<file path="src/shared/spmc_defs.svh">
// Register map, field layout, reset values and frame limits of the port
`ifndef SPMC_DEFS_SVH
`define SPMC_DEFS_SVH

// ==================================================================
// Register offsets
`define SPMC_OFF_CTRL 8'h00
`define SPMC_OFF_MAXFRM 8'h04
`define SPMC_OFF_PFC 8'h08
`define SPMC_OFF_AGGR 8'h0c
`define SPMC_OFF_STATUS 8'h10
`define SPMC_OFF_DROPCNT 8'h14

// ==================================================================
// Fields of the control, frame size, priority and aggregation registers
`define SPMC_F_SPEED 3:0
`define SPMC_F_ADV_DUP 5:4
`define SPMC_F_ADV_SPD 8:6
`define SPMC_B_FC 9
`define SPMC_B_PFC 10
`define SPMC_B_EXCOL 11
`define SPMC_B_LENCHK 12
`define SPMC_F_MAXFRM 13:0
`define SPMC_F_PRIO 7:0
`define SPMC_F_HASH 3:0
`define SPMC_F_GROUP 7:4

// ==================================================================
// Reset values
`define SPMC_RST_SPEED 4'h1
`define SPMC_RST_ADV_DUP 2'h3
`define SPMC_RST_ADV_SPD 3'h7
`define SPMC_RST_HASH 4'hd
`define SPMC_RST_GROUP 4'h0

// ==================================================================
// Frame and collision limits
`define SPMC_MAXFRM_MIN 14'h5ee
`define SPMC_MAXFRM_MAX 14'h2800
`define SPMC_TYPE_MIN 16'h0600
`define SPMC_HDR_FCS 14'h12
`define SPMC_MIN_PAYLOAD 14'h2e
`define SPMC_LEN_HI_POS 14'hc
`define SPMC_LEN_LO_POS 14'hd
`define SPMC_COLL_LIMIT 5'h10

`endif

</file>
<file path="src/shared/spmc_pkg.sv">
// Types shared by the port configuration logic
package spmc_pkg;

   // ===============================================================
   // Configured link speed
   typedef enum logic [3:0] {
      SPD_DISABLED = 4'b0000,
      SPD_AUTO = 4'b0001,
      SPD_10_HALF = 4'b0010,
      SPD_10_FULL = 4'b0011,
      SPD_100_HALF = 4'b0100,
      SPD_100_FULL = 4'b0101,
      SPD_1G_FULL = 4'b0110,
      SPD_2G5_FULL = 4'b0111,
      SPD_MOD_AUTO = 4'b1000,
      SPD_FIBRE_100 = 4'b1001,
      SPD_FIBRE_1000 = 4'b1010
   } spmc_speed_type;

   // ===============================================================
   // Operating rate
   typedef enum logic [1:0] {
      RATE_10 = 2'b00,
      RATE_100 = 2'b01,
      RATE_1G = 2'b10,
      RATE_2G5 = 2'b11
   } spmc_rate_type;

   // ===============================================================
   // Link state pins from the PHY and module reader
   typedef struct packed {
      logic link_sense;
      logic an_done;
      logic an_pause_rx;
      logic an_pause_tx;
      logic [2:0] partner_speed;
      logic [1:0] partner_duplex;
      logic mod_valid;
      spmc_rate_type mod_rate;
   } spmc_pin_type;

   // ===============================================================
   // Resolved port state
   typedef struct packed {
      logic port_en;
      logic link_up;
      logic copper_en;
      logic copper_auto;
      logic fiber_en;
      logic full_dup;
      spmc_rate_type rate;
   } spmc_link_type;

endpackage

</file>
<file path="src/hdl/spmc_rx_filter.sv">
// Receive frame length checker: oversize and length field mismatch
`timescale 1ns/10ps
`include "spmc_defs.svh"
module spmc_rx_filter
   import spmc_pkg::*;
#(
   parameter int LW = 14
) (
   // Clock and reset
   input wire logic clk_sys_i,
   input wire logic rst_n_i,
   // Configuration
   input wire logic [LW-1:0] max_len_i,
   input wire logic len_check_i,
   // Byte stream
   input wire logic rx_valid_i,
   input wire logic [7:0] rx_data_i,
   input wire logic rx_last_i,
   // Verdict
   output logic frame_ok_o,
   output logic frame_drop_o,
   output logic drop_oversize_o
);

   logic [LW-1:0] cnt;
   logic [15:0] len_field;
   logic [LW-1:0] total;
   logic [LW-1:0] payload;
   logic oversize;
   logic mismatch;

   // ==================================================================
   // Byte counter, saturating so giant frames still read as oversize
   always_ff @(posedge clk_sys_i) begin
      if (!rst_n_i) begin
         cnt <= '0;
      end else if (rx_valid_i) begin
         if (rx_last_i) begin
            cnt <= '0;
         end else if (cnt != '1) begin
            cnt <= cnt + 1'b1;
         end
      end
   end

   always_ff @(posedge clk_sys_i) begin
      if (!rst_n_i) begin
         len_field <= '0;
      end else if (rx_valid_i && cnt == `SPMC_LEN_HI_POS) begin
         len_field[15:8] <= rx_data_i;
      end else if (rx_valid_i && cnt == `SPMC_LEN_LO_POS) begin
         len_field[7:0] <= rx_data_i;
      end
   end

   // ==================================================================
   // Verdict on the last byte
   always_comb begin
      total = (cnt == '1) ? cnt : cnt + 1'b1;
      payload = (total > `SPMC_HDR_FCS) ? total - `SPMC_HDR_FCS : '0;
      oversize = total > max_len_i;
      mismatch = 1'b0;
      // Field at or above 1536 is a type, never checked
      if (len_check_i && len_field < `SPMC_TYPE_MIN) begin
         // Short payloads carry padding, so only an overstated length fails
         if (payload > `SPMC_MIN_PAYLOAD) begin
            mismatch = len_field[LW-1:0] != payload
                       || len_field[15:LW] != '0;
         end else begin
            mismatch = len_field > {2'h0, payload};
         end
      end
   end

   always_ff @(posedge clk_sys_i) begin
      if (!rst_n_i) begin
         frame_ok_o <= 1'b0;
         frame_drop_o <= 1'b0;
         drop_oversize_o <= 1'b0;
      end else begin
         frame_ok_o <= rx_valid_i && rx_last_i && !oversize && !mismatch;
         frame_drop_o <= rx_valid_i && rx_last_i && (oversize || mismatch);
         // Only oversize drops are counted
         drop_oversize_o <= rx_valid_i && rx_last_i && oversize;
      end
   end

endmodule

</file>
<file path="src/hdl/spmc_top.sv">
// Per-port MAC configuration: speed, media, flow control, aggregation
//
// Our own choices: the placing of the registers and the APB interface to the registers.
`timescale 1ns/10ps
`include "spmc_defs.svh"
module spmc_top
   import spmc_pkg::*;
#(
   parameter int LW = 14,
   parameter int CW = 16
) (
   // Clock and reset
   input wire logic clk_sys_i,
   input wire logic rst_n_i,
   // APB slave
   input wire logic psel_i,
   input wire logic penable_i,
   input wire logic pwrite_i,
   input wire logic [7:0] paddr_i,
   input wire logic [31:0] pwdata_i,
   output logic [31:0] prdata_o,
   output logic pready_o,
   output logic pslverr_o,
   // PHY and module reader pins
   input wire spmc_pin_type pins_i,
   // Transmit MAC events
   input wire logic tx_start_i,
   input wire logic tx_col_i,
   // Receive byte stream
   input wire logic rx_valid_i,
   input wire logic [7:0] rx_data_i,
   input wire logic rx_last_i,
   // Link and advertisement
   output spmc_link_type link_o,
   output logic [2:0] adv_speed_o,
   output logic [1:0] adv_duplex_o,
   output logic adv_pause_o,
   // Flow control
   output logic pause_rx_en_o,
   output logic pause_tx_en_o,
   output logic pfc_en_o,
   output logic [7:0] pfc_prio_o,
   // Transmit collision handling
   output logic tx_abort_o,
   output logic tx_backoff_restart_o,
   // Receive verdict
   output logic rx_frame_ok_o,
   output logic rx_frame_drop_o,
   // Aggregation
   output logic [3:0] hash_sel_o,
   output logic [3:0] aggr_group_o,
   output logic aggr_member_o
);

   localparam int PW = $bits(spmc_pin_type);

   spmc_speed_type speed_cfg;
   logic [1:0] adv_dup;
   logic [2:0] adv_spd;
   logic fc_en;
   logic pfc_en;
   logic excol_restart;
   logic len_check;
   logic [LW-1:0] max_len;
   logic [7:0] pfc_prio;
   logic [3:0] hash_sel;
   logic [3:0] group;
   logic [CW-1:0] drop_cnt;
   logic [4:0] col_cnt;
   logic [PW-1:0] pin_meta;
   logic [PW-1:0] pin_sync;
   spmc_pin_type pin;
   spmc_link_type next_link;
   logic next_pause_rx;
   logic next_pause_tx;
   logic [2:0] common_spd;
   logic [1:0] common_dup;
   logic [31:0] next_prdata;
   logic mapped;
   logic wr_en;
   logic drop_oversize;
   logic next_abort;
   logic next_restart;

   // ==================================================================
   // Pin synchronisers
   generate
      for (genvar i = 0; i < PW; i++) begin : g_sync
         always_ff @(posedge clk_sys_i) begin
            if (!rst_n_i) begin
               pin_meta[i] <= 1'b0;
               pin_sync[i] <= 1'b0;
            end else begin
               pin_meta[i] <= pins_i[i];
               pin_sync[i] <= pin_meta[i];
            end
         end
      end
   endgenerate

   assign pin = spmc_pin_type'(pin_sync);

   // ==================================================================
   // APB decode
   always_comb begin
      mapped = 1'b1;
      next_prdata = '0;
      unique case (paddr_i)
         `SPMC_OFF_CTRL: begin
            next_prdata[`SPMC_F_SPEED] = speed_cfg;
            next_prdata[`SPMC_F_ADV_DUP] = adv_dup;
            next_prdata[`SPMC_F_ADV_SPD] = adv_spd;
            next_prdata[`SPMC_B_FC] = fc_en;
            next_prdata[`SPMC_B_PFC] = pfc_en;
            next_prdata[`SPMC_B_EXCOL] = excol_restart;
            next_prdata[`SPMC_B_LENCHK] = len_check;
         end
         `SPMC_OFF_MAXFRM: next_prdata[`SPMC_F_MAXFRM] = max_len;
         `SPMC_OFF_PFC: next_prdata[`SPMC_F_PRIO] = pfc_prio;
         `SPMC_OFF_AGGR: begin
            next_prdata[`SPMC_F_HASH] = hash_sel;
            next_prdata[`SPMC_F_GROUP] = group;
         end
         `SPMC_OFF_STATUS: begin
            next_prdata[7:0] = link_o;
            next_prdata[8] = pause_rx_en_o;
            next_prdata[9] = pause_tx_en_o;
            next_prdata[10] = aggr_member_o;
            next_prdata[15:11] = col_cnt;
         end
         `SPMC_OFF_DROPCNT: next_prdata[CW-1:0] = drop_cnt;
         default: mapped = 1'b0;
      endcase
   end

   // Zero wait: the answer is ready in the first access cycle
   always_ff @(posedge clk_sys_i) begin
      if (!rst_n_i) begin
         pready_o <= 1'b0;
         pslverr_o <= 1'b0;
         prdata_o <= '0;
      end else begin
         pready_o <= psel_i && !penable_i;
         pslverr_o <= psel_i && !penable_i && !mapped;
         if (psel_i && !penable_i && !pwrite_i) begin
            prdata_o <= next_prdata;
         end
      end
   end

   assign wr_en = psel_i && penable_i && pready_o && pwrite_i && mapped;

   // ==================================================================
   // Control register
   always_ff @(posedge clk_sys_i) begin
      if (!rst_n_i) begin
         speed_cfg <= spmc_speed_type'(`SPMC_RST_SPEED);
         adv_dup <= `SPMC_RST_ADV_DUP;
         adv_spd <= `SPMC_RST_ADV_SPD;
         fc_en <= 1'b0;
         pfc_en <= 1'b0;
         excol_restart <= 1'b0;
         len_check <= 1'b0;
      end else if (wr_en && paddr_i == `SPMC_OFF_CTRL) begin
         // Unknown speed codes are ignored, keeping the last good one
         if (pwdata_i[`SPMC_F_SPEED] <= SPD_FIBRE_1000) begin
            speed_cfg <= spmc_speed_type'(pwdata_i[`SPMC_F_SPEED]);
         end
         adv_dup <= pwdata_i[`SPMC_F_ADV_DUP];
         adv_spd <= pwdata_i[`SPMC_F_ADV_SPD];
         fc_en <= pwdata_i[`SPMC_B_FC];
         // Pause wins when both are asked
         pfc_en <= pwdata_i[`SPMC_B_PFC] && !pwdata_i[`SPMC_B_FC];
         excol_restart <= pwdata_i[`SPMC_B_EXCOL];
         len_check <= pwdata_i[`SPMC_B_LENCHK];
      end
   end

   // ==================================================================
   // Maximum frame size, clamped into the legal range
   always_ff @(posedge clk_sys_i) begin
      if (!rst_n_i) begin
         max_len <= `SPMC_MAXFRM_MIN;
      end else if (wr_en && paddr_i == `SPMC_OFF_MAXFRM) begin
         if (pwdata_i[31:LW] != '0
             || pwdata_i[`SPMC_F_MAXFRM] > `SPMC_MAXFRM_MAX) begin
            max_len <= `SPMC_MAXFRM_MAX;
         end else if (pwdata_i[`SPMC_F_MAXFRM] < `SPMC_MAXFRM_MIN) begin
            max_len <= `SPMC_MAXFRM_MIN;
         end else begin
            max_len <= pwdata_i[`SPMC_F_MAXFRM];
         end
      end
   end

   // ==================================================================
   // Priority set and aggregation
   always_ff @(posedge clk_sys_i) begin
      if (!rst_n_i) begin
         pfc_prio <= '0;
      end else if (wr_en && paddr_i == `SPMC_OFF_PFC) begin
         pfc_prio <= pwdata_i[`SPMC_F_PRIO];
      end
   end

   always_ff @(posedge clk_sys_i) begin
      if (!rst_n_i) begin
         hash_sel <= `SPMC_RST_HASH;
         group <= `SPMC_RST_GROUP;
      end else if (wr_en && paddr_i == `SPMC_OFF_AGGR) begin
         hash_sel <= pwdata_i[`SPMC_F_HASH];
         // One field holds one group id, zero is no group
         group <= pwdata_i[`SPMC_F_GROUP];
      end
   end

   // ==================================================================
   // Speed, duplex and media resolution
   always_comb begin
      common_spd = adv_spd & pin.partner_speed;
      common_dup = adv_dup & pin.partner_duplex;
      next_link = '0;
      next_pause_rx = 1'b0;
      next_pause_tx = 1'b0;
      unique case (speed_cfg)
         SPD_DISABLED: next_link = '0;
         SPD_AUTO, SPD_MOD_AUTO: begin
            next_link.port_en = 1'b1;
            next_link.copper_en = 1'b1;
            next_link.copper_auto = 1'b1;
            next_link.link_up = pin.an_done && common_spd != '0
                                && common_dup != '0;
            next_link.full_dup = common_dup[1];
            // Highest common speed wins
            if (common_spd[2]) begin
               next_link.rate = RATE_1G;
            end else if (common_spd[1]) begin
               next_link.rate = RATE_100;
            end else begin
               next_link.rate = RATE_10;
            end
            // Pause follows the last negotiation result
            next_pause_rx = pin.an_done && pin.an_pause_rx;
            next_pause_tx = pin.an_done && pin.an_pause_tx;
            // Module speed from its ID memory takes the fibre side
            if (speed_cfg == SPD_MOD_AUTO && pin.mod_valid) begin
               next_link.fiber_en = 1'b1;
               next_link.rate = pin.mod_rate;
               next_link.full_dup = 1'b1;
               next_link.link_up = pin.link_sense;
               next_pause_rx = fc_en && pin.mod_rate != RATE_100;
               next_pause_tx = fc_en && pin.mod_rate != RATE_100;
            end
         end
         SPD_10_HALF, SPD_10_FULL, SPD_100_HALF, SPD_100_FULL,
         SPD_1G_FULL: begin
            next_link.port_en = 1'b1;
            next_link.copper_en = 1'b1;
            next_link.link_up = pin.link_sense;
            next_link.full_dup = speed_cfg[0] || speed_cfg == SPD_1G_FULL;
            next_link.rate = (speed_cfg == SPD_1G_FULL) ? RATE_1G :
                             (speed_cfg[2]) ? RATE_100 : RATE_10;
            next_pause_rx = fc_en;
            next_pause_tx = fc_en;
         end
         SPD_2G5_FULL: begin
            next_link.port_en = 1'b1;
            next_link.fiber_en = 1'b1;
            next_link.link_up = pin.link_sense;
            next_link.full_dup = 1'b1;
            next_link.rate = RATE_2G5;
            next_pause_rx = fc_en;
            next_pause_tx = fc_en;
         end
         SPD_FIBRE_100, SPD_FIBRE_1000: begin
            // Optical port only, copper held off
            next_link.port_en = 1'b1;
            next_link.fiber_en = 1'b1;
            next_link.link_up = pin.link_sense;
            next_link.full_dup = 1'b1;
            next_link.rate = (speed_cfg == SPD_FIBRE_100) ? RATE_100
                                                          : RATE_1G;
            // 100 Mb/s fibre cannot negotiate pause
            next_pause_rx = fc_en && speed_cfg == SPD_FIBRE_1000;
            next_pause_tx = fc_en && speed_cfg == SPD_FIBRE_1000;
         end
      endcase
   end

   always_ff @(posedge clk_sys_i) begin
      if (!rst_n_i) begin
         link_o <= '0;
         pause_rx_en_o <= 1'b0;
         pause_tx_en_o <= 1'b0;
         adv_speed_o <= '0;
         adv_duplex_o <= '0;
         adv_pause_o <= 1'b0;
         pfc_en_o <= 1'b0;
         pfc_prio_o <= '0;
      end else begin
         link_o <= next_link;
         // Link pause is never active alongside priority pause
         pause_rx_en_o <= next_pause_rx && !pfc_en;
         pause_tx_en_o <= next_pause_tx && !pfc_en;
         adv_speed_o <= adv_spd;
         adv_duplex_o <= adv_dup;
         // Priority pause is never advertised, only link pause
         adv_pause_o <= fc_en;
         pfc_en_o <= pfc_en && next_link.port_en;
         pfc_prio_o <= next_link.port_en && pfc_en ? pfc_prio : '0;
      end
   end

   // ==================================================================
   // Excessive collisions
   always_comb begin
      next_abort = 1'b0;
      next_restart = 1'b0;
      if (tx_col_i && col_cnt + 5'h01 == `SPMC_COLL_LIMIT) begin
         next_abort = !excol_restart;
         next_restart = excol_restart;
      end
   end

   always_ff @(posedge clk_sys_i) begin
      if (!rst_n_i) begin
         col_cnt <= '0;
      end else if (tx_start_i || next_abort || next_restart) begin
         col_cnt <= '0;
      end else if (tx_col_i) begin
         col_cnt <= col_cnt + 5'h01;
      end
   end

   always_ff @(posedge clk_sys_i) begin
      if (!rst_n_i) begin
         tx_abort_o <= 1'b0;
         tx_backoff_restart_o <= 1'b0;
      end else begin
         tx_abort_o <= next_abort;
         tx_backoff_restart_o <= next_restart;
      end
   end

   // ==================================================================
   // Receive length checks and the oversize drop counter
   spmc_rx_filter #(
      .LW(LW)
   ) u_rx_filter (
      .clk_sys_i(clk_sys_i),
      .rst_n_i(rst_n_i),
      .max_len_i(max_len),
      .len_check_i(len_check),
      .rx_valid_i(rx_valid_i),
      .rx_data_i(rx_data_i),
      .rx_last_i(rx_last_i),
      .frame_ok_o(rx_frame_ok_o),
      .frame_drop_o(rx_frame_drop_o),
      .drop_oversize_o(drop_oversize)
   );

   // A write clears; a drop in the same cycle still counts
   always_ff @(posedge clk_sys_i) begin
      if (!rst_n_i) begin
         drop_cnt <= '0;
      end else if (wr_en && paddr_i == `SPMC_OFF_DROPCNT) begin
         drop_cnt <= {{(CW-1){1'b0}}, drop_oversize};
      end else if (drop_oversize && drop_cnt != '1) begin
         drop_cnt <= drop_cnt + 1'b1;
      end
   end

   // ==================================================================
   // Aggregation outputs
   always_ff @(posedge clk_sys_i) begin
      if (!rst_n_i) begin
         hash_sel_o <= `SPMC_RST_HASH;
         aggr_group_o <= `SPMC_RST_GROUP;
         aggr_member_o <= 1'b0;
      end else begin
         hash_sel_o <= hash_sel;
         aggr_group_o <= group;
         // Half duplex ports never join; membership needs only a nonzero
         // group, port_en and full_dup, with no rate compare between members
         aggr_member_o <= group != '0 && next_link.port_en
                          && next_link.full_dup;
      end
   end

endmodule

</file>
<file path="config.mk">
export PLATFORM = sky130hd
export DESIGN_NAME = spmc_top
export DESIGN_NICKNAME = d
export VERILOG_FILES = /design/src/shared/spmc_pkg.sv /design/src/hdl/spmc_rx_filter.sv /design/src/hdl/spmc_top.sv
export VERILOG_INCLUDE_DIRS = /design/src /design/src/shared
export SDC_FILE = /design/constraint.sdc
export NUM_CORES = 1
export LEC_CHECK = 0
export BUFFER_PORTS_ARGS = -buffer_cell sky130_fd_sc_hd__buf_4
export CAP_MARGIN = 15
export CORE_MARGIN = 8
export CORE_UTILIZATION = 51
export DETAILED_ROUTE_END_ITERATION = 7
export PLACE_DENSITY = 0.76
export SLEW_MARGIN = 20
export SYNTH_ARGS = -nofsm -noshare
export SYNTH_HDL_FRONTEND = slang
export SYNTH_HIERARCHICAL = 1
export SYNTH_SLANG_ARGS = --single-unit
</file>
<file path="constraint.sdc">
create_clock -name clk_sys_i -period 4.5 [get_ports clk_sys_i]
set_clock_uncertainty 0.1 [all_clocks]
set_input_delay 0.9 -clock clk_sys_i [delete_from_list [all_inputs] [get_ports clk_sys_i]]
set_output_delay 0.9 -clock clk_sys_i [all_outputs]
set_load 0.005 [all_outputs]
</file>
==> results.py, run 1 <==
metrics = {
    "outcome": {
        "status": "completed",
    },
    "clock_network": {
        "clk_path_buf_depth": 2,
        "cts_buffers": 17,
        "cts_root_buf": "clkbuf_16",
        "clock-sinks": 175,
        "h-tree-depth": 4,
        "clock_latency_ns": 0.43,
        "clk_pin_slew_worst_paths_ns": 0.08,
        "cts_tree": "built",
    },
    "floorplanning": {
        "fp.dieH_um": 150,
        "num_rows": 49,
        "io_pins": 141,
        "die_x_um": 150,
        "coreArea_sq_um": 17800,
        "start_util_pct": 51.6,
        "dieArea_sq_um": 22500,
    },
    "setup_path": {
        "crit_type": "reg2reg",
        "crit_path_end_kind": "flop",
        "r2r-start": "u_rx_filter/cnt[0]",
        "crit_required_ns": 4.72,
        "crit_arrival_ns": 4.52,
        "r2r_cells": 19,
        "r2r_slack_ns": 0.20,
        "cp-start-kind": "flop",
        "r2r-end": "u_rx_filter/frame_drop_o",
        "worst-path-max-fanout": 10,
    },
    "placed_design": {
        "dp.cells": 1395,
        "place_hpwl_mm": 19.8,
        "dp_slack_ns": 0.175,
        "gp_congestion": 0.952,
        "io_buffers": 124,
    },
    "hold_path": {
        "min_to": "pin[10]",
        "hold_depth": 1,
        "hold_path_class": "reg2reg",
        "min_from": "pin_meta[10]",
    },
    "synth": {
        "synth-async-reset-ratio_pct": 0,
        "ys_warn_count": 6,
        "ys.flop_type": "dfxtp_1",
        "synth_area_leader_cell": "dfxtp_1",
        "syn_area_per_cell_sq_um": 8.48,
        "yosys.cell_types.count": 74,
        "netlist_instances": 1081,
        "yosys-top-cells-area": "dfxtp_1 38%, mux2i_1 5.8%, ha_1 4.6%",
        "synth_area_sq_um": 9170,
        "post-synth-top-area-fraction_pct": 38.2,
        "ys_seq_elements": 175,
        "synth_seq_area_share_pct": 38.2,
        "synth-edff-count": 0,
    },
    "final_layout": {
        "final_common_cell": "dfxtp_1",
        "diodes": 0,
        "syn_to_final_growth_pct": 20.2,
        "final_cells": 1432,
        "nets": 1293,
        "mostFrequentLayoutCells": "167 x dfxtp_1, 151 x buf_4, 91 x nor2_1",
        "drive_above_1_share_pct": 20.0,
    },
    "sta": {
        "finalWorstSetupSlack_ns": 0.198,
        "fin_setup_tns_ns": 0,
        "setup_viol": 0,
        "post-route-period-util_pct": 95.6,
        "maxSlewHeadroom_pct": 35.1,
        "whs_ns": 0.336,
        "worst_slew_pin_slew_ns": 0.961,
        "drv_slew": 0,
        "hold_viol": 0,
        "min_period_ns": 4.30,
        "clock.fmax_ghz": 0.232,
    },
    "detailed_routing": {
        "dr_wl_met2_mm": 12.9,
        "vias_per_cell": 6.04,
        "dr.pass1.iters": 5,
        "route.detailed.drc": 0,
        "detail_route.wl_per_cell_um": 19.0,
        "routed.top_layer": "met4",
        "ant_nets": 0,
        "vias": 8648,
        "wl_met3_mm": 1.80,
        "drt_iter0_drc": 764,
        "wl_mm": 27.2,
        "met1_length_mm": 11.1,
    },
    "grt": {
        "grt_util_all_layers_pct": 23.7,
        "grt.overflow.total": 0,
        "grt_pass1_vias": 8280,
        "grt_max_degree": 55,
        "antenna_found_initial": 0,
        "grt_pass1_wl_mm": 42.6,
    },
    "pwr": {
        "fin_total_pwr_mw": 3.29,
        "vdd_drop_max_uv": 332,
        "p_leak_nw": 4.55,
        "powerDensity_nw_per_um2": 299,
    },
    "job": {
        "maxCapViolCount": 0,
    },
}
## kinds of logic (layout without fill, tap and decap cells)
logic type | count (synthesis) | count (layout) | share of synthesized area [%]
flops | 175 | 175 | 38.2
compound gates | 244 | 244 | 17.1
other cells | 1 | 16 | 0.0409
simple gates | 431 | 431 | 24.8
xor+xnor | 18 | 18 | 1.72
fa+ha+maj | 34 | 34 | 4.64
buf+inv | 114 | 221 | 5.66
mux | 64 | 64 | 7.75
## timing repair
item | in CTS | in global routing
buffers inserted | 0 | 5
setup endpoints to repair | 0 | 2
hold buffers | 0 | 0
resized for setup | 0 | 33
## sequential cells by signal (all words and copies together), names as in the netlist, 12 cells and up
register / cells
drop_cnt: 16
pin_meta: 12
max_len: 14
prdata_o: 16
pin: 12
u_rx_filter/len_field: 16
u_rx_filter/cnt: 14
## cell type report
| cell class | count | area, sq um |
|---|---|---|
| clock buffers | 18 | 429 |
| clock inverters | 14 | 180 |
| fillers | 1536 | 6760 |
| inverters | 38 | 143 |
| multi-input cells | 807 | 5330 |
| flip-flops and latches | 175 | 3520 |
| well taps | 229 | 287 |
| repair buffers | 151 | 1130 |
## synth_stat cells, drive strengths merged, types with 8 or more instances
cell / n
a21oi: 67
a22oi: 12
a31oi: 10
and2: 41
and3: 15
buf: 28
clkbuf: 48
dfxtp: 175
ha: 34
inv: 37
mux2i: 53
nand2: 87
nand2b: 12
nand3: 44
nand4: 21
nor2: 94
nor3: 27
nor4: 27
o211ai: 17
o21ai: 58
o2bb2ai: 11
o31ai: 8
or3: 12
or4: 9
xnor2: 10
xor2: 8
## critical path: stages, from the launching register on
cell       delay [ns]
dfxtp_4          0.38
ha_1             0.21
buf_4            0.17
and4_2           0.27
or4_4            0.54
o311ai_4         0.12
nand3_2          0.14
nor2_2           0.13
mux2i_2          0.26
nand2_1          0.08
ha_1             0.30
a21o_1           0.17
a21o_1           0.18
a21oi_1          0.14
nor2b_1          0.08
o21ai_2          0.15
o2111ai_2        0.16
nor4_2           0.27
o21ai_1          0.13
a31o_1           0.23
## worst max-delay path by stage
stage,startpoint,endpoint,slack [ns],cells past startpoint
finish,u_rx_filter/cnt[0],u_rx_filter/frame_drop_o,0.20,19
global placement,u_rx_filter/cnt[3],u_rx_filter/frame_drop_o,0.28,17
detailed placement,u_rx_filter/cnt[0],u_rx_filter/frame_drop_o,0.17,19
CTS,u_rx_filter/cnt[0],u_rx_filter/frame_drop_o,0.03,19
global route,u_rx_filter/cnt[0],u_rx_filter/frame_drop_o,-0.03,16
floorplan,u_rx_filter/cnt[0],u_rx_filter/frame_drop_o,0.24,22
## layer usage
metal,up-vias,GRT usage [%]
li1,4121,-
met1,4056,28.6
met2,380,38.7
met3,91,4.54
met4,0,14.1
met5,-,0
## through the flow
stage               area, sq um  utilization (%)
finish                    11000             62.0
global route              11000             62.0
CTS                       10900             61.0
detailed placement        10200             57.6
global placement          10200             57.6
floorplan                  9230                -
## where the power goes
part	leakage, nW	internal (mW)	switching [mW]
sequential	1.43	1.57	0.0113
clock	0.296	0.761	0.736
combinational	2.83	0.0941	0.121
total	4.55	2.42	0.869
Note: power is estimated with default switching activity, not from simulation.
==> run 2: changes to the inputs <==
--- a/config.mk
+++ b/config.mk
@@ -10,6 +10,7 @@
 export CAP_MARGIN = 15
 export CORE_MARGIN = 8
 export CORE_UTILIZATION = 51
+export CTS_BUF_LIST = sky130_fd_sc_hd__clkbuf_4
 export DETAILED_ROUTE_END_ITERATION = 7
 export PLACE_DENSITY = 0.76
 export SLEW_MARGIN = 20
==> run 2 against run 1 <==
Effect of this change:
- combinational power about the same
- critical endpoint unchanged
- final cell count increased by 0.21%
- power decreased by 17%
==> results.py, run 2 (synthesized netlist as in run 1, its figures left out) <==
metrics = {
    "final_layout": {
        "drive_above_1_share_pct": 20.2,
        "syn_to_final_growth_pct": 17.2,
        "final_common_cell": "dfxtp_1",
        "mostFrequentLayoutCells": "166 x dfxtp_1, 153 x buf_4, 91 x nor2_1",
        "design_area_sq_um": 10700,
        "n_fill_cell": 1574,
        "multi_input_area_sq_um": 5330,
        "final_cells": 1435,
        "nets": 1295,
        "regArea_sq_um": 3520,
        "top_regs": "drop_cnt x16, prdata_o x16, u_rx_filter/len_field x16",
    },
    "setup_path": {
        "cp.depth": 23,
        "cp-startpoint": "u_rx_filter/cnt[0]",
        "critical_path_buf_inv_count": 1,
        "cp_common_cell": "a21o_1",
        "r2r-end": "u_rx_filter/frame_drop_o",
        "crit_arrival_ns": 4.70,
        "cp-start-kind": "flop",
        "max_stage_delay_ns": 0.40,
        "path_cells": "ha_1 -> nand4_1 -> nor2_2 -> nand2_1 -> buf_4 -> nor2_1 -> a21oi_2 -> ha_2 -> a21o_1 -> nand3_2 -> nor2_2 -> mux2i_2 -> nand2_1 -> ha_1 -> a21o_1 -> a21o_1 -> a21oi_2 -> nor2b_1 -> o21ai_2 -> o2111ai_2 -> nor4_2 -> o21ai_1 -> a31o_1",
        "crit_required_ns": 4.88,
        "r2r-start": "u_rx_filter/cnt[0]",
        "crit_type": "reg2reg",
        "cp_slowest_cell": "dfxtp_4",
        "r2r_cells": 23,
        "r2r_slack_ns": 0.17,
        "cp_top_family": "compound AO/OA/AOI/OAI gates",
        "worst-path-max-fanout": 8,
        "crit_path_end_kind": "flop",
        "endpoint": "u_rx_filter/frame_drop_o",
    },
    "pwr": {
        "fin_total_pwr_mw": 2.75,
        "p_leak_nw": 4.44,
        "vdd_drop_max_uv": 237,
        "powerDensity_nw_per_um2": 255,
    },
    "sta": {
        "hold_viol": 0,
        "post-route-period-util_pct": 96.2,
        "worst_slew_pin_slew_ns": 0.958,
        "setup_viol": 0,
        "min_period_ns": 4.33,
        "finalWorstSetupSlack_ns": 0.173,
        "clock.fmax_ghz": 0.231,
        "fin_setup_tns_ns": 0,
        "drv_slew": 0,
        "maxSlewHeadroom_pct": 35.3,
    },
    "grt": {
        "antenna_found_initial": 1,
        "grt_max_degree": 55,
        "grt_pass1_vias": 8222,
        "grt_pass1_wl_mm": 42.3,
        "grt.overflow.total": 0,
        "grt_util_all_layers_pct": 23.5,
    },
    "detailed_routing": {
        "dr.pass1.iters": 5,
        "route.detailed.drc": 0,
        "ant_nets": 0,
        "vias_per_cell": 6.00,
        "drt_iter0_drc": 751,
        "wl_mm": 26.9,
        "vias": 8615,
        "detail_route.wl_per_cell_um": 18.8,
    },
    "outcome": {
        "status": "completed",
    },
    "floorplanning": {
        "die_x_um": 150,
        "dieArea_sq_um": 22500,
        "num_rows": 49,
        "io_pins": 141,
        "fp.dieH_um": 150,
        "start_util_pct": 51.6,
        "coreArea_sq_um": 17800,
    },
    "placed_design": {
        "gp_congestion": 0.952,
        "place_hpwl_mm": 19.8,
        "io_buffers": 124,
        "dp.cells": 1395,
        "place_area_sq_um": 10200,
        "dp_slack_ns": 0.175,
    },
    "clock_network": {
        "clk_pin_slew_worst_paths_ns": 0.18,
        "clock-sinks": 175,
        "clock_latency_ns": 0.58,
        "cts_buffers": 17,
        "cts_root_buf": "clkbuf_4",
        "clk_path_buf_depth": 2,
        "hold_buffers": 0,
        "h-tree-depth": 4,
        "cts_tree": "built",
    },
    "job": {
        "maxCapViolCount": 0,
    },
    "hold_path": {
        "hold_path_class": "reg2reg",
    },
}
run 2: cell count changes in the layout (fill, tap and decap cells not counted), sizes merged:
cell / previous run / this run
diode: 0 / 1
buf: 151 / 153
run 2: worst min-delay path by stage:
stage                     depth (start not counted)          end    startpoint
after floorplan                                   1       pin[0]   pin_meta[0]
after global placement                            1       pin[8]   pin_meta[8]
after detailed placement                          1      pin[10]  pin_meta[10]
after CTS                                         1       pin[4]   pin_meta[4]
after global routing                              2  pin_meta[6]     pins_i[6]
final                                             1       pin[4]   pin_meta[4]
run 2: timing repair:
action | CTS | global route
resized for setup | 1 | 34
setup endpoints to repair | 1 | 2
buffers inserted | 0 | 7
pin swaps | 0 | 7
run 2: area by class of cell:
| type | instances | area share, % |
|---|---|---|
| multi-input cells | 807 | 49.6 |
| flip-flops and latches | 175 | 32.8 |
| repair buffers | 153 | 10.7 |
| well taps | 229 | 2.67 |
| clock inverters | 14 | 1.68 |
| inverters | 38 | 1.33 |
| clock buffers | 18 | 1.26 |
| diodes | 1 | 0.0233 |
run 2: where the power goes:
part	total (mW)	internal [mW]	switching, mW
clock network	0.947	0.278	0.670
registers	1.58	1.57	0.0112
logic	0.217	0.0950	0.122
total	2.75	1.94	0.803
run 2: layer usage:
metal  up-vias  track usage (%)  share of wire, %
met5         -                0                 0
met4         0             12.9               4.8
met3        85             4.87               6.5
met2       370             38.6                48
met1      4034             28.4                41
li1       4126                -                 -
run 2: worst reg2reg max path: stages, from the launching register on:
cell and delay (ns):
dfxtp_4 0.40, ha_1 0.21, nand4_1 0.14, nor2_2 0.07, nand2_1 0.12, buf_4 0.18, nor2_1 0.06, a21oi_2 0.14
ha_2 0.23, a21o_1 0.16, nand3_2 0.10, nor2_2 0.16, mux2i_2 0.27, nand2_1 0.09, ha_1 0.30, a21o_1 0.17
a21o_1 0.19, a21oi_2 0.17, nor2b_1 0.09, o21ai_2 0.14, o2111ai_2 0.13, nor4_2 0.26, o21ai_1 0.12, a31o_1 0.23
run 2: through the flow:
stage | util (%) | hold slack [ns]
after CTS | 59.4 | 0.330
after floorplan | - | 0.312
after detailed placement | 57.6 | 0.317
after global placement | 57.6 | 0.313
after global routing | 60.5 | 0.344
final | 60.5 | 0.335
==> run 3: changes to the inputs <==
--- a/config.mk
+++ b/config.mk
@@ -8,7 +8,6 @@
 export LEC_CHECK = 0
 export BUFFER_PORTS_ARGS = -buffer_cell sky130_fd_sc_hd__buf_4
 export CAP_MARGIN = 15
-export CORE_MARGIN = 8
 export CORE_UTILIZATION = 51
 export CTS_BUF_LIST = sky130_fd_sc_hd__clkbuf_4
 export DETAILED_ROUTE_END_ITERATION = 7
==> run 3 against run 2 <==
Effect of this change:
- first-iteration DRC count rose by 28%
- sequential share of layout area is 0.11 points higher
- hold slack better by 0.021 ns
- fmax up 0.87%
- core utilization up 0.81 points
- die area down 18%
- flip-flop and latch count unchanged
- global-route usage up 5.1 points
- setup slack gained 0.037 ns
- sequential power barely moved
- final cell count is 0.35% lower
- clock power is 2.9% higher
==> results.py, run 3 (synthesized netlist as in run 1, its figures left out) <==
metrics = {
    "outcome": {
        "status": "completed",
    },
    "setup_path": {
        "crit_path_end_kind": "flop",
        "crit_arrival_ns": 4.69,
        "crit_required_ns": 4.91,
        "worst-path-max-fanout": 10,
        "crit_type": "reg2reg",
        "cp-start-kind": "flop",
    },
    "clock_network": {
        "clk_pin_slew_worst_paths_ns": 0.18,
        "clk_path_buf_depth": 2,
        "clock_latency_ns": 0.60,
        "clock-sinks": 175,
        "cts_buffers": 17,
        "hold_buffers": 0,
        "h-tree-depth": 4,
        "cts_tree": "built",
        "cts_root_buf": "clkbuf_4",
    },
    "grt": {
        "grt_util_all_layers_pct": 28.6,
        "grt_pass1_wl_mm": 40.7,
        "antenna_found_initial": 1,
        "grt_max_degree": 49,
        "grt_pass1_vias": 7730,
        "grt.overflow.total": 0,
    },
    "pwr": {
        "vdd_drop_max_uv": 270,
        "power.clock.fraction_pct": 35.1,
        "fin_total_pwr_mw": 2.77,
        "seqPwrFrac_pct": 57.1,
        "intPower_mw": 1.95,
        "power.net_switching_mw": 0.828,
        "p_leak_nw": 4.42,
        "powerDensity_nw_per_um2": 260,
        "combPwrFrac_pct": 7.8,
        "swShare_pct": 29.8,
    },
    "detailed_routing": {
        "detail_route.wl_per_cell_um": 18.5,
        "dr_wl_met2_mm": 12.7,
        "routed.top_layer": "met4",
        "vias_per_cell": 6.06,
        "wl_mm": 26.5,
        "ant_nets": 0,
        "dr.pass1.iters": 5,
        "route.detailed.drc": 0,
        "drt_iter0_drc": 963,
        "met1_length_mm": 11.2,
        "vias": 8663,
        "wl_met3_mm": 1.88,
    },
    "final_layout": {
        "drive_above_1_share_pct": 18.8,
        "final_util_pct": 61.3,
        "final_common_cell": "dfxtp_1",
        "design_area_sq_um": 10700,
        "syn_to_final_growth_pct": 16.3,
        "mostFrequentLayoutCells": "171 x dfxtp_1, 152 x buf_4, 93 x nor2_1",
        "nets": 1294,
        "top_regs": "drop_cnt x16, prdata_o x16, u_rx_filter/len_field x16",
    },
    "placed_design": {
        "io_buffers": 124,
        "place_area_sq_um": 10300,
        "gp_congestion": 0.952,
        "place_hpwl_mm": 19.6,
    },
    "sta": {
        "post-route-period-util_pct": 95.3,
        "maxSlewHeadroom_pct": 27.3,
        "clock.fmax_ghz": 0.233,
        "worst_slew_pin_slew_ns": 1.08,
        "hold_viol": 0,
        "rsz0062_at_grt": "no",
        "fin_setup_tns_ns": 0,
        "min_period_ns": 4.29,
        "drv_slew": 0,
        "setup_viol": 0,
    },
    "job": {
        "maxCapViolCount": 0,
    },
    "floorplanning": {
        "io_pins": 141,
        "fp.dieH_um": 136,
        "start_util_pct": 52.7,
        "num_rows": 48,
        "coreArea_sq_um": 17400,
        "die_x_um": 136,
        "dieArea_sq_um": 18500,
    },
    "hold_path": {
        "hold_path_class": "reg2reg",
    },
}
==> run 3: changes by cell type in the layout (fill, tap and decap cells not counted), sizes merged <==
cell / previous run / this run
clkbuf: 18 / 17
inv: 45 / 46
buf: 153 / 152
==> run 3: worst paths after layout <==
kind | startpoint | to | slack (ns) | cells after the start
max | u_rx_filter/cnt[5] | u_rx_filter/frame_drop_o | 0.21 | 17
min | pin_meta[8] | pin[8] | 0.36 | 1
max reg2reg | u_rx_filter/cnt[5] | u_rx_filter/frame_drop_o | 0.21 | 17
min reg2reg | pin_meta[8] | pin[8] | 0.36 | 1
==> run 3: metal layers <==
metal  vias up  global-route usage, %
li1       4136                      -
met1      4057                   37.0
met2       412                   47.2
met3        58                   5.15
met4         0                   10.9
met5         -                      0
==> run 3: metrics by stage <==
step	setup slack (ns)	hold slack (ns)	instances
floorplan	0.241	0.312	1096
global placement	0.279	0.313	1395
detailed placement	0.182	0.318	1395
CTS	0.131	0.353	1427
global route	0.0204	0.323	1430
finish	0.210	0.356	1430
==> run 3: what timing repair did <==
action / in CTS / in global routing
endpoints found under the setup margin: 0 / 2
setup buffers: 0 / 2
gates resized for setup: 0 / 11
==> run 3: power by group through the flow <==
stage               clock (mW)  sequential, mW  combinational [mW]
floorplan                    0            1.61               0.112
global placement             0            1.61               0.211
detailed placement           0            1.62               0.214
CTS                      0.993            1.58               0.215
global route              1.07            1.59               0.234
finish                   0.974            1.58               0.217
==> run 3: area by class of cell <==
class / count / area, sq um
tap: 225 / 282
clock buffer: 17 / 128
sequential: 175 / 3510
fill: 1610 / 6750
inverter: 38 / 143
timing repair buffer: 152 / 1140
multi-input combinational: 807 / 5270
clock inverter: 15 / 199
antenna: 1 / 2.50
==> run 3: worst max-delay path, cell delays in order (launching register included) <==
cell and delay (ns):
dfxtp_1 0.56, nand2_1 0.18, or4_4 0.56, nor3_1 0.25
xor2_1 0.15, nor4_1 0.42, nand2_1 0.21, buf_4 0.21
nand2b_1 0.09, ha_1 0.25, o21a_1 0.12, o21a_1 0.16
o21ai_0 0.16, a211o_1 0.15, o2111ai_1 0.09, nor4_1 0.20
o21ai_1 0.13, a31o_1 0.23
